==> src/rtl/sfc_consts.svh <==
`ifndef SFC_CONSTS_SVH
`define SFC_CONSTS_SVH
// register indices as printed; byte address is four times the index
`define SFC_IDX_EP8_CFG      16'hE615
`define SFC_IDX_EP2_FIFO_CFG 16'hE618
`define SFC_IDX_EP4_FIFO_CFG 16'hE619
`define SFC_IDX_EP6_FIFO_CFG 16'hE61A
`define SFC_IDX_EP8_FIFO_CFG 16'hE61B
`define SFC_IDX_EP2_LEN_H    16'hE620
`define SFC_IDX_EP2_LEN_L    16'hE621
`define SFC_IDX_EP4_LEN_H    16'hE622
`define SFC_IDX_EP4_LEN_L    16'hE623
`define SFC_IDX_EP6_LEN_H    16'hE624
`define SFC_IDX_EP6_LEN_L    16'hE625
`define SFC_IDX_EP8_LEN_H    16'hE626
`define SFC_IDX_EP8_LEN_L    16'hE627
// own registers: fifo event control and status
`define SFC_IDX_FIFO_CTRL    16'hE640
`define SFC_IDX_FIFO_STAT    16'hE641
// reset values
`define SFC_RST_EP8_CFG      8'hE0
`define SFC_RST_FIFO_CFG     8'h05
`define SFC_RST_LEN_H        8'h02
`define SFC_RST_LEN_L        8'h00
// field positions in the fifo configuration byte
`define SFC_BIT_INFM         6
`define SFC_BIT_OEP          5
`define SFC_BIT_AOUT         4
`define SFC_BIT_AIN          3
`define SFC_BIT_ZLEN         2
`define SFC_BIT_WIDE         0
// field positions in the endpoint configuration byte
`define SFC_BIT_EP_VALID     7
`define SFC_BIT_EP_DIR       6
`define SFC_BIT_EP_TYPE      4
// writable masks
`define SFC_MASK_EP8_CFG     8'hF0
`define SFC_MASK_FIFO_CFG    8'h7D
`define SFC_MASK_LEN_H_WIDE  8'h07
`define SFC_MASK_LEN_H_NARW  8'h03
// endpoint type codes
`define SFC_TYPE_ISO         2'h1
`define SFC_TYPE_BULK        2'h2
`define SFC_TYPE_INT         2'h3
`endif

==> src/rtl/sfc_pkg.sv <==
package sfc_pkg;
   // one-hot packetiser states
   typedef enum logic [2:0] {
      SFC_IDLE = 3'b001,
      SFC_FILL = 3'b010,
      SFC_SEND = 3'b100
   } sfc_state_t;
   typedef logic [7:0] sfc_byte_t;
endpackage : sfc_pkg

==> src/rtl/sfc_skid.sv <==
`timescale 1ns/1ps
// two-entry buffer; a downstream stall loses no word
module sfc_skid
   import sfc_pkg::*;
#(
   parameter int WIDTH = 16
) (
   input  wire logic             clk,
   input  wire logic             rst_n,
   input  wire logic [WIDTH-1:0] in_data,
   input  wire logic             in_valid,
   output logic                  in_ready,
   output logic [WIDTH-1:0]      out_data,
   output logic                  out_valid,
   input  wire logic             out_ready
);
   logic [WIDTH-1:0] mem [0:1];
   logic             wr_ptr;
   logic             rd_ptr;
   logic [1:0]       count;
   logic             push;
   logic             pop;

   assign in_ready  = (count != 2'h2);
   assign out_valid = (count != 2'h0);
   assign out_data  = mem[rd_ptr];
   assign push      = in_valid && in_ready;
   assign pop       = out_valid && out_ready;

   // storage
   always_ff @(posedge clk) begin
      if (push) begin
         mem[wr_ptr] <= in_data;
      end
   end

   // pointers and fill level
   always_ff @(posedge clk) begin
      if (!rst_n) begin
         wr_ptr <= 1'b0;
         rd_ptr <= 1'b0;
         count  <= 2'h0;
      end else begin
         if (push) begin
            wr_ptr <= ~wr_ptr;
         end
         if (pop) begin
            rd_ptr <= ~rd_ptr;
         end
         case ({push, pop})
            2'b10:   count <= count + 2'h1;
            2'b01:   count <= count - 2'h1;
            default: count <= count;
         endcase
      end
   end
endmodule : sfc_skid

==> src/rtl/sfc_top.sv <==
`timescale 1ns/1ps
// Notes on behaviour
// - in_full_minus_one set raises the full flag one byte before the fifo is full.
// - out_empty_plus_one set raises the empty flag while one byte is still left.
// - auto_commit_out set commits every valid out packet to the fifo at once.
// - auto_commit_out clear holds a received packet until firmware commits it.
// - auto_dispatch_in set cuts in data into packets of the programmed length.
// - auto_dispatch_in clear sends a packet only when firmware writes its byte count.
// - word_wide_a set puts data bits 7:0 on port_b and bits 15:8 on port_d.
// - any word_wide_a bit among the four endpoints makes port_d the upper data byte.
// - zero_length_in_enable with packet_end on an empty in fifo sends a zero-length packet.
// - the automatic packet length resets to 512 and may be made smaller.
// - endpoints 2 and 6 hold an 11-bit length, endpoints 4 and 8 a 10-bit length.
// - the length registers steer packetising only while auto_dispatch_in is set.
// - endpoint 8 configuration resets to a valid bulk in endpoint.
// - type 01 is iso, 10 bulk, 11 interrupt, 00 illegal; direction set means in.
`include "sfc_consts.svh"
module sfc_top
   import sfc_pkg::*;
#(
   parameter int DEPTH = 1024
) (
   input  wire logic        SYS_CLK_IN,
   input  wire logic        RST_N_IN,
   input  wire logic        PSEL_IN,
   input  wire logic        PENABLE_IN,
   input  wire logic        PWRITE_IN,
   input  wire logic [17:0] PADDR_IN,
   input  wire logic [31:0] PWDATA_IN,
   output logic      [31:0] PRDATA_OUT,
   output logic             PREADY_OUT,
   output logic             PSLVERR_OUT,
   input  wire logic [1:0]  EP_SEL_IN,
   input  wire logic [15:0] IN_DATA_IN,
   input  wire logic        IN_WRITE_IN,
   input  wire logic        PACKET_END_IN,
   input  wire logic        OUT_PKT_VALID_IN,
   output logic             FULL_FLAG_OUT,
   output logic             EMPTY_FLAG_OUT,
   output logic             WORD_MODE_OUT,
   output logic             PORT_D_FIFO_OUT,
   output logic             OUT_COMMIT_OUT,
   output logic [15:0]      SIE_DATA_OUT,
   output logic             SIE_VALID_OUT,
   input  wire logic        SIE_READY_IN,
   output logic             SIE_PKT_END_OUT,
   output logic             SIE_ZLP_OUT,
   output logic [10:0]      SIE_PKT_LEN_OUT
);
   localparam int CW = $clog2(DEPTH + 1);

   // register bank
   sfc_byte_t   ep8_cfg;
   sfc_byte_t   fifo_cfg [0:3];
   sfc_byte_t   len_h    [0:3];
   sfc_byte_t   len_l    [0:3];
   logic [10:0] manual_len;
   logic        manual_go;
   logic        fw_commit;
   logic [CW-1:0] level;
   // packetiser and fifo side
   sfc_state_t  state;
   logic [10:0] sent;
   logic [10:0] target;
   sfc_byte_t   cur_cfg;
   logic        any_wide;
   logic        wr_take;
   logic        rd_take;
   logic [15:0] buf_data;
   logic        buf_valid;
   logic        buf_ready;
   logic        pkt_done;
   logic [1:0]  inc;
   logic [31:0] next_rdata;
   logic        mapped;
   logic        manual_run;
   logic        fill_ok;

   // 11-bit field for endpoints 2 and 6, 10-bit for 4 and 8
   function automatic sfc_byte_t len_h_mask(input logic [1:0] ep);
      len_h_mask = ep[0] ? `SFC_MASK_LEN_H_NARW : `SFC_MASK_LEN_H_WIDE;
   endfunction : len_h_mask

   // byte address decode: index times four
   function automatic logic hit(input logic [17:0] a, input logic [15:0] idx);
      hit = (a == {idx, 2'b00});
   endfunction : hit

   // endpoint kind for status: valid with a legal type, direction in, bulk
   function automatic logic [2:0] ep_kind(input sfc_byte_t cfg);
      logic [1:0] kind;
      kind    = cfg[`SFC_BIT_EP_TYPE +: 2];
      ep_kind = {cfg[`SFC_BIT_EP_VALID] && (kind != 2'h0), cfg[`SFC_BIT_EP_DIR],
                 kind == `SFC_TYPE_BULK};
   endfunction : ep_kind

   assign cur_cfg  = fifo_cfg[EP_SEL_IN];
   assign any_wide = fifo_cfg[0][`SFC_BIT_WIDE] | fifo_cfg[1][`SFC_BIT_WIDE]
                   | fifo_cfg[2][`SFC_BIT_WIDE] | fifo_cfg[3][`SFC_BIT_WIDE];
   assign wr_take  = PSEL_IN && PENABLE_IN && PWRITE_IN && PREADY_OUT;
   assign inc      = cur_cfg[`SFC_BIT_WIDE] ? 2'h2 : 2'h1;
   assign target   = cur_cfg[`SFC_BIT_AIN] ? {len_h[EP_SEL_IN][2:0], len_l[EP_SEL_IN]}
                                           : manual_len;
   assign pkt_done = (sent + {9'h0, inc} >= target);

   // configuration registers, masked on write
   always_ff @(posedge SYS_CLK_IN) begin
      if (!RST_N_IN) begin
         ep8_cfg <= `SFC_RST_EP8_CFG;
         for (int i = 0; i < 4; i++) begin
            fifo_cfg[i] <= `SFC_RST_FIFO_CFG;
            len_h[i]    <= `SFC_RST_LEN_H;
            len_l[i]    <= `SFC_RST_LEN_L;
         end
      end else if (wr_take) begin
         if (hit(PADDR_IN, `SFC_IDX_EP8_CFG)) begin
            ep8_cfg <= PWDATA_IN[7:0] & `SFC_MASK_EP8_CFG;
         end
         for (int i = 0; i < 4; i++) begin
            if (hit(PADDR_IN, `SFC_IDX_EP2_FIFO_CFG + 16'(i))) begin
               fifo_cfg[i] <= PWDATA_IN[7:0] & `SFC_MASK_FIFO_CFG;
            end
            if (hit(PADDR_IN, `SFC_IDX_EP2_LEN_H + 16'(2 * i))) begin
               len_h[i] <= PWDATA_IN[7:0] & len_h_mask(2'(i));
            end
            if (hit(PADDR_IN, `SFC_IDX_EP2_LEN_L + 16'(2 * i))) begin
               len_l[i] <= PWDATA_IN[7:0];
            end
         end
      end
   end

   // firmware byte count and commit strobes; pulse for one cycle
   always_ff @(posedge SYS_CLK_IN) begin
      if (!RST_N_IN) begin
         manual_len <= 11'h000;
         manual_go  <= 1'b0;
         fw_commit  <= 1'b0;
      end else begin
         manual_go <= 1'b0;
         fw_commit <= 1'b0;
         if (wr_take && hit(PADDR_IN, `SFC_IDX_FIFO_CTRL)) begin
            manual_len <= PWDATA_IN[10:0];
            manual_go  <= PWDATA_IN[16];
            fw_commit  <= PWDATA_IN[17];
         end
      end
   end

   // read mux; unmapped reads zero with an error
   always_comb begin
      next_rdata = 32'h0000_0000;
      mapped     = 1'b1;
      if (hit(PADDR_IN, `SFC_IDX_EP8_CFG)) begin
         next_rdata[7:0] = ep8_cfg;
      end else if (hit(PADDR_IN, `SFC_IDX_FIFO_CTRL)) begin
         next_rdata[10:0] = manual_len;
      end else if (hit(PADDR_IN, `SFC_IDX_FIFO_STAT)) begin
         next_rdata = {13'h0, ep_kind(ep8_cfg), state, FULL_FLAG_OUT, EMPTY_FLAG_OUT, sent};
      end else begin
         mapped = 1'b0;
         for (int i = 0; i < 4; i++) begin
            if (hit(PADDR_IN, `SFC_IDX_EP2_FIFO_CFG + 16'(i))) begin
               next_rdata[7:0] = fifo_cfg[i];
               mapped = 1'b1;
            end
            if (hit(PADDR_IN, `SFC_IDX_EP2_LEN_H + 16'(2 * i))) begin
               next_rdata[7:0] = len_h[i];
               mapped = 1'b1;
            end
            if (hit(PADDR_IN, `SFC_IDX_EP2_LEN_L + 16'(2 * i))) begin
               next_rdata[7:0] = len_l[i];
               mapped = 1'b1;
            end
         end
      end
   end

   // apb answer: one wait state, ready in the access cycle's second edge
   always_ff @(posedge SYS_CLK_IN) begin
      if (!RST_N_IN) begin
         PREADY_OUT  <= 1'b0;
         PRDATA_OUT  <= 32'h0000_0000;
         PSLVERR_OUT <= 1'b0;
      end else begin
         PREADY_OUT  <= PSEL_IN && PENABLE_IN && !PREADY_OUT;
         PSLVERR_OUT <= PSEL_IN && PENABLE_IN && !PREADY_OUT && !mapped;
         if (PSEL_IN && PENABLE_IN && !PREADY_OUT) begin
            PRDATA_OUT <= PWRITE_IN ? 32'h0000_0000 : next_rdata;
         end
      end
   end

   // in fifo fill level; the master writes bytes or words
   always_ff @(posedge SYS_CLK_IN) begin
      if (!RST_N_IN) begin
         level <= '0;
      end else begin
         level <= level + (wr_take_in() ? CW'(inc) : '0) - (rd_take ? CW'(inc) : '0);
      end
   end

   // the registered flag lags a cycle, so room is checked on the live level too
   function automatic logic wr_take_in();
      wr_take_in = IN_WRITE_IN && !FULL_FLAG_OUT
                   && (level + CW'(inc) <= CW'(DEPTH));
   endfunction : wr_take_in

   // flags registered; early variants look one byte ahead
   always_ff @(posedge SYS_CLK_IN) begin
      if (!RST_N_IN) begin
         FULL_FLAG_OUT  <= 1'b0;
         EMPTY_FLAG_OUT <= 1'b1;
      end else begin
         FULL_FLAG_OUT  <= cur_cfg[`SFC_BIT_INFM] ? (level + CW'(1) >= CW'(DEPTH))
                                                  : (level >= CW'(DEPTH));
         EMPTY_FLAG_OUT <= cur_cfg[`SFC_BIT_OEP] ? (level <= CW'(1))
                                                 : (level == '0);
      end
   end

   // port mapping and out commit
   always_ff @(posedge SYS_CLK_IN) begin
      if (!RST_N_IN) begin
         WORD_MODE_OUT   <= 1'b0;
         PORT_D_FIFO_OUT <= 1'b0;
         OUT_COMMIT_OUT  <= 1'b0;
      end else begin
         WORD_MODE_OUT   <= cur_cfg[`SFC_BIT_WIDE];
         PORT_D_FIFO_OUT <= any_wide;
         OUT_COMMIT_OUT  <= cur_cfg[`SFC_BIT_AOUT] ? OUT_PKT_VALID_IN
                                                   : fw_commit;
      end
   end

   // packetiser: drain words toward the engine through the buffer
   assign fill_ok = cur_cfg[`SFC_BIT_AIN] || manual_run;
   assign rd_take = (state == SFC_FILL) && fill_ok && (level >= CW'(inc)) && buf_ready;

   // a firmware packet stays armed until sent; clearing the auto bit abandons
   // an automatic packet, words already handed on are not recalled
   always_ff @(posedge SYS_CLK_IN) begin
      if (!RST_N_IN) begin
         manual_run <= 1'b0;
      end else if (state == SFC_IDLE) begin
         manual_run <= manual_go;
      end else if (state == SFC_SEND) begin
         manual_run <= 1'b0;
      end
   end

   always_ff @(posedge SYS_CLK_IN) begin
      if (!RST_N_IN) begin
         state <= SFC_IDLE;
         sent  <= 11'h000;
      end else begin
         case (state)
            SFC_IDLE: begin
               sent <= 11'h000;
               if (cur_cfg[`SFC_BIT_AIN] || manual_go) begin
                  state <= SFC_FILL;
               end
            end
            SFC_FILL: begin
               if (!fill_ok) begin
                  state <= SFC_IDLE;
               end else if (rd_take) begin
                  sent <= sent + {9'h0, inc};
                  if (pkt_done) begin
                     state <= SFC_SEND;
                  end
               end
            end
            SFC_SEND: state <= SFC_IDLE;
            default:  state <= SFC_IDLE;
         endcase
      end
   end

   // packet end and zero-length packet
   always_ff @(posedge SYS_CLK_IN) begin
      if (!RST_N_IN) begin
         SIE_PKT_END_OUT <= 1'b0;
         SIE_ZLP_OUT     <= 1'b0;
         SIE_PKT_LEN_OUT <= 11'h000;
      end else begin
         SIE_PKT_END_OUT <= (state == SFC_SEND);
         SIE_ZLP_OUT     <= PACKET_END_IN && (level == '0)
                            && fifo_cfg[EP_SEL_IN][`SFC_BIT_ZLEN];
         if (state == SFC_SEND) begin
            SIE_PKT_LEN_OUT <= sent;
         end
      end
   end

   sfc_skid #(
      .WIDTH (16)
   ) u_skid (
      .clk       (SYS_CLK_IN),
      .rst_n     (RST_N_IN),
      .in_data   (IN_DATA_IN),
      .in_valid  (rd_take),
      .in_ready  (buf_ready),
      .out_data  (buf_data),
      .out_valid (buf_valid),
      .out_ready (SIE_READY_IN || !SIE_VALID_OUT)
   );

   // output stage register toward the engine
   always_ff @(posedge SYS_CLK_IN) begin
      if (!RST_N_IN) begin
         SIE_DATA_OUT  <= 16'h0000;
         SIE_VALID_OUT <= 1'b0;
      end else if (SIE_READY_IN || !SIE_VALID_OUT) begin
         SIE_DATA_OUT  <= buf_data;
         SIE_VALID_OUT <= buf_valid;
      end
   end
endmodule : sfc_top

==> config.mk <==
export PLATFORM = sky130hd
export DESIGN_NAME = sfc_top
export DESIGN_NICKNAME = d
export VERILOG_FILES = /design/src/rtl/sfc_pkg.sv /design/src/rtl/sfc_skid.sv /design/src/rtl/sfc_top.sv
export VERILOG_INCLUDE_DIRS = /design/src /design/src/rtl
export SDC_FILE = /design/constraint.sdc
export NUM_CORES = 1
export LEC_CHECK = 0
export ABC_AREA = 1
export BUFFER_PORTS_ARGS = -buffer_cell sky130_fd_sc_hd__buf_4
export CAP_MARGIN = 20
export CELL_PAD_IN_SITES_DETAIL_PLACEMENT = 1
export CELL_PAD_IN_SITES_GLOBAL_PLACEMENT = 2
export CORE_MARGIN = 3
export CORE_UTILIZATION = 31
export DETAILED_ROUTE_END_ITERATION = 10
export PLACE_DENSITY = 0.76
export SKIP_LAST_GASP = 1
export SYNTH_ARGS = -nofsm -noshare
export SYNTH_HDL_FRONTEND = slang
export SYNTH_HIERARCHICAL = 1
export SYNTH_SLANG_ARGS = --single-unit
==> constraint.sdc <==
create_clock -name SYS_CLK_IN -period 4.2 [get_ports SYS_CLK_IN]
set_input_delay 0.21 -clock SYS_CLK_IN [delete_from_list [all_inputs] [get_ports SYS_CLK_IN]]
set_output_delay 0.21 -clock SYS_CLK_IN [all_outputs]
set_load 0.05 [all_outputs]
---- After elaboration in Yosys (flattened, before gate mapping) ----
Memory sizes are Yosys's and may differ from the RTL's. A register that Yosys moved wholly into a read port is not among the register bits.
Index checks and enable logic that the tools add are counted.
word-level totals
  register bits ........................... 100
  memory bits (writable) .................. 100
  input bits .............................. 77
  output and inout port bits .............. 69
  logic and storage cells ................. 232
  memories kept ........................... 4
operators by class
  add/sub/neg operators ................... 7
  magnitude comparators ................... 6
  eq/ne operators ......................... 27
  mux-type cells .......................... 114
  bitwise operators ....................... 17
  reduce and logical (&&, ||, !) cells .... 34
memory list
  name        depth  bits a word  rd ports  clocked after Yosys merged registers in  wr ports  RTL line        text
  len_l       4      8            5         0                                        4         sfc_top.sv:56   sfc_byte_t len_l [0:3];
  u_skid.mem  2      16           1         1                                        1         sfc_skid.sv:17  logic [WIDTH-1:0] mem [0:1];
  fifo_cfg    4      6            5         0                                        4         sfc_top.sv:54   sfc_byte_t fifo_cfg [0:3];
  len_h       4      3            5         0                                        4         sfc_top.sv:55   sfc_byte_t len_h [0:3];
operator list
  operator               number
  $eq 18x18->1 const B   15
  $mux 8                 19
  $mux 1                 70
  $mux 11                5
  $add 11x2->11          3
  $mux 32                1
  $mux 24                1
  $mux 3                 8
  $mux 6                 4
  $ge 11x11->1 const B   2
  $pmux 11 s2            1
  $logic_and 1x1->1      16
  $or 1x1->1             15
  $add 11x1->11 const B  1
  $ge 11x11->1           1
  $ge 11x2->1            1
  $le 11x1->1 const B    1
  $le 11x11->1 const B   1
  $logic_not 11->1       1
  $sub 11x2->11          1
  $reduce_bool 2->1      5
  $mux 2                 3
  $ne 2x2->1 const B     3
  $ne 3x3->1 const B     2
  other kinds (15)       25

---- Longest topological paths before layout ----
  depth after elaboration ................. 18
  gate-level depth with buffers ........... 34
  gate-level depth less buffers ........... 33

---- Modules after synthesis ----
Netlist, hierarchy kept.
by module, submodules not included
  module    instances  cells each  area an instance (um2)  seq. area each (um2)
  sfc_top   1          1253        9384.0                  3963.8
  sfc_skid  1          86          1450.1                  1061.0

---- Worst setup path after synthesis ----
Ideal clock, no wire load.
  path kind ............................... input -> register
  start ................................... in EP_SEL_IN[0]
  end ..................................... reg level[9]
  library setup time ...................... 0.113 ns
  arrival time ............................ 4.482 ns
  required time ........................... 4.087 ns
  path slack .............................. -0.395 ns
  stages .................................. 30
  buffers on the path ..................... 1
  cell sequence ........................... inv_2 clkbuf_1 nand2_1 a32oi_1 inv_1 fa_1 inv_1 nand4_1 xor2_1 nor4_1 nand4_1 a211oi_1 nand2_1 fa_1 inv_1 ha_1 nand3_1 nand2_1 nand2_1 nand2_1 a21oi_1 inv_1 nand3_1 nand2_1 nand2_1 inv_1 nor2_1 o21bai_1 nor2_1 nor2_1
on the way
  cells in the longest elaborated chain, start to end .. 8
  elaborated cells on any way between the ends .. 14
  those cells by class .................... 3 x add/sub; 2 x order compare; 3 x mux; 5 x reduce/logical; 1 x memory
RTL lines
  item                  RTL line        text
  from (decl)           sfc_top.sv:33   input wire logic [1:0] EP_SEL_IN,
  $mem_v2 4x6 (*)       --
  net cur_cfg[0]        sfc_top.sv:65   sfc_byte_t cur_cfg;
  $mux 2 (*)            sfc_top.sv:101  assign inc = cur_cfg[`SFC_BIT_WIDE] ? 2'h2 : 2'h1;
  $add 11x2->11         sfc_top.sv:206  && (level + CW'(inc) <= CW'(DEPTH));
  $le 11x11->1          sfc_top.sv:206
  $logic_and 1x1->1     sfc_top.sv:206
  $mux 2                sfc_top.sv:199  level <= level + (wr_take_in() ? CW'(inc) : '0) - (rd_take ? CW'(inc) : '0);
  $add 11x2->11         sfc_top.sv:199
  $sub 11x2->11 (*)     sfc_top.sv:199
  to (signal assigned)  sfc_top.sv:199
  to (decl)             sfc_top.sv:60   logic [CW-1:0] level;
Mark *: on every way through the listed nets, which the timed path passes. The rest lies on a longest branch.
A chain may end at the register's enable or synchronous reset.

==> flow_summary.json <==
{
  "crit_path_end_kind": "register",
  "cts.sinks": 202,
  "numCtsBuffers": 26,
  "synth-xor-area-share_pct": 0.808,
  "r2r-end": "level[9]",
  "grt_use_total_pct": 20.4,
  "cp-startpoint": "fifo_cfg[0][0]",
  "fp.dieH_um": 193,
  "place_worst_setup_slack_ps": -434,
  "worst_r2r_path_depth": 31,
  "cts_tree": "done",
  "nNetsFinal": 1639,
  "reg2reg_from": "fifo_cfg[0][0]",
  "final_common_cell": "nand2_1",
  "synth_edf_count": 98,
  "numPortBuffers": 113,
  "synthTopCellsByArea": "edfxtp_1 (27%), dfxtp_1 (19%), nand2_1 (8.6%)",
  "synth_top_family_by_area": "simple AND/OR/NAND/NOR gates",
  "fin_skew_ps": 19.7,
  "grt_pass1_vias": 10200,
  "synth-seq-cells": 202,
  "synthCells": 1339,
  "boundaryPins": 146,
  "initial_core_util_pct": 31.9,
  "cap_violations": 0,
  "die_w_um": 193,
  "rows": 67,
  "antenna_found_initial": 0,
  "vdd_drop_max_v": 0.000390,
  "cp_slowest_stage_delay_ps": 500,
  "r2r_slack_ps": -310,
  "hp-start": "PWDATA_IN[1]",
  "hold_viol": 0,
  "area_growth_pct": 26.4,
  "wl_per_cell_um": 19.2,
  "nFillCells": 4030,
  "synthAdderAreaFrac_pct": 6.17,
  "use_met3_pct": 3.47,
  "hold_class": "primary input to register",
  "setup_viol": 6,
  "final_cell_mix": "nand2_1 (246), nor2_1 (194), buf_4 (161)",
  "critPathRequiredTime_ps": 4670,
  "drcViolationCount": 0,
  "fin_ws_ps": -314,
  "drt_wl_total_mm": 38.1,
  "max-clock-path-buffers": 3,
  "globalRouteOverflowTotal": 0,
  "grt_max_degree": 79,
  "cts_root_buffer": "clkbuf_16",
  "ys_warn_count": 6,
  "worst_pin_slew_ps": 1170,
  "synth_mux_area_share_pct": 2.01,
  "slowest_stage": "fa_1",
  "synth_compound_area_share_pct": 12.7,
  "n_antenna_cell": 0,
  "coreArea_mm2": 0.0340,
  "fmax_ghz": 0.222,
  "syn_area_mm2": 0.0108,
  "clock_latency_ps": 540,
  "gr-usage-met2_pct": 34.1,
  "ys_async_sr_fraction_pct": 0,
  "place_congestion": 0.825,
  "violations": "setup timing",
  "leakage_nw": 5.94,
  "crit_type": "register to register",
  "slew-limit-headroom_pct": 21.4,
  "vias": 9718,
  "crit_fanout": 3,
  "synth.distinct_cells": 53,
  "first_pass_iters": 5,
  "cp.arrival_ps": 4980,
  "report.final.slew_viol_count": 0,
  "drive_gt1_share_pct": 20.2,
  "grtUsageMet1_pct": 27.6,
  "finalCriticalPeriod_ps": 4510,
  "syn_area_per_cell_um2": 8.09,
  "avgViaCountPerCell": 4.91,
  "rsz0062_at_grt": "yes",
  "cts.clk_slew.worst_paths_ps": 60,
  "grt_busiest_layer": "met2",
  "cts_htree_levels": 1,
  "synth_flop_cell": "dfxtp_1",
  "crit_path_start_kind": "register",
  "synth_top_area_share_pct": 27.2,
  "synthSimpleGateAreaFrac_pct": 23.6,
  "drtAntennaViolNets": 0,
  "yosys.area.top_type": "edfxtp_1",
  "status": "finished, violations left",
  "finalCritPeriodShare_pct": 107,
  "dpl.hpwl_mm": 28.2,
  "powerDensity_mw_per_mm2": 484,
  "total_power_w": 0.00663,
  "drt-initial-drc-count": 539,
  "grt_pass1_wl_mm": 58.7,
  "path_common_cell": "nand2_1",
  "holdPathStages": 3,
  "synth.yosys.seq_area_share_pct": 46.4,
  "design.die.area_mm2": 0.0372,
  "min_to": "manual_len[1]"
}
## metal layers
| metal | wire length, um | vias up |
|---|---|---|
| met2 | 17800 | 213 |
| met3 | 2120 | 44 |
| met4 | 820 | 0 |
| li1 | - | 4752 |
| met5 | 0 | - |
| met1 | 17300 | 4709 |
## Yosys cell counts (3+ instances only)
cell type	n
o211ai_1	7
nor2_2	9
mux2_4	10
nand4_1	17
o21ai_0	110
nor3_1	20
xor2_1	9
nor2_1	194
edfxtp_1	98
dfxtp_1	104
nand2_1	248
fa_1	4
nor2_4	7
buf_1	3
mux2_2	6
ha_1	47
clkbuf_1	31
a32oi_1	3
clkinv_1	5
nand3_1	58
buf_2	6
nand2_2	9
nor4_1	5
inv_2	18
buf_4	15
inv_1	133
a21oi_1	118
a211oi_1	3
a22oi_1	3
nand3_2	4
## cells by family after synthesis
family | count (synthesis)
other | 1
XOR/XNOR | 10
buffers and inverters | 214
AND/OR/NAND/NOR | 586
AO/OA/AOI/OAI | 259
flip-flops | 202
multiplexers | 16
adder cells (fa/ha/maj) | 51
## area by class of cell
type	count	area, um2	share of cell area [%]
tap	448	561	4.09
inverter	156	591	4.31
timing repair buffer	190	1500	11.0
sequential	202	5020	36.7
clock buffer	29	662	4.84
multi-input combinational	935	5110	37.3
clock inverter	19	244	1.78
## flip-flops by register name, summed over array words and instances (netlist names), 2 cells and up, named ones only
register / flops
PRDATA_OUT: 19
SIE_DATA_OUT: 16
SIE_PKT_LEN_OUT: 11
ep8_cfg: 4
fifo_cfg: 24
len_h: 10
len_l: 32
level: 11
manual_len: 11
sent: 11
state: 3
u_skid/count: 2
u_skid/mem: 32
## what timing repair did
item,CTS,global route
resized for setup,21,6
endpoints found under the hold margin,45,0
setup buffers,6,6
setup endpoints to repair,6,10
pin swaps,10,18
hold buffers,28,0
## worst max-delay path, delay by kind of cell, from the launching register on
kind / cells / cell delay [ps]
buf+inv: 6 / 440
fa+ha+maj: 3 / 1020
compound gates: 6 / 1130
flops: 1 / 360
simple gates: 16 / 1480
## metrics by stage
step | TNS (ps) | area (um2) | util, % | hold slack [ps] | std cells
final | -1130 | 13700 | 40.3 | 29.4 | 1979
after global routing | -3440 | 13700 | 40.3 | 50.9 | 1979
after CTS | -1000 | 13600 | 40.1 | 10.8 | 1974
after detailed placement | -1280 | 12300 | 36.3 | 398 | 1893
after global placement | -732 | 12300 | 36.3 | 397 | 1893
after floorplan | -56.8 | 10900 | - | 309 | 1351
## worst max path at each step
stage,end,slack (ps),cells after the start
after floorplan,level[9],-30,30
after global placement,level[9],-330,32
after detailed placement,level[9],-430,34
after CTS,level[10],-340,27
after global routing,level[9],-720,32
final,level[9],-310,31
## report_power, final
part	total [W]	leakage, nW	switching, W	internal, W
Combinational	0.00189	3.71	0.00114	0.000751
Sequential	0.00238	1.79	0.000172	0.00221
Clock	0.00236	0.447	0.000909	0.00145
No activity file was read; power rests on OpenSTA's default activity.
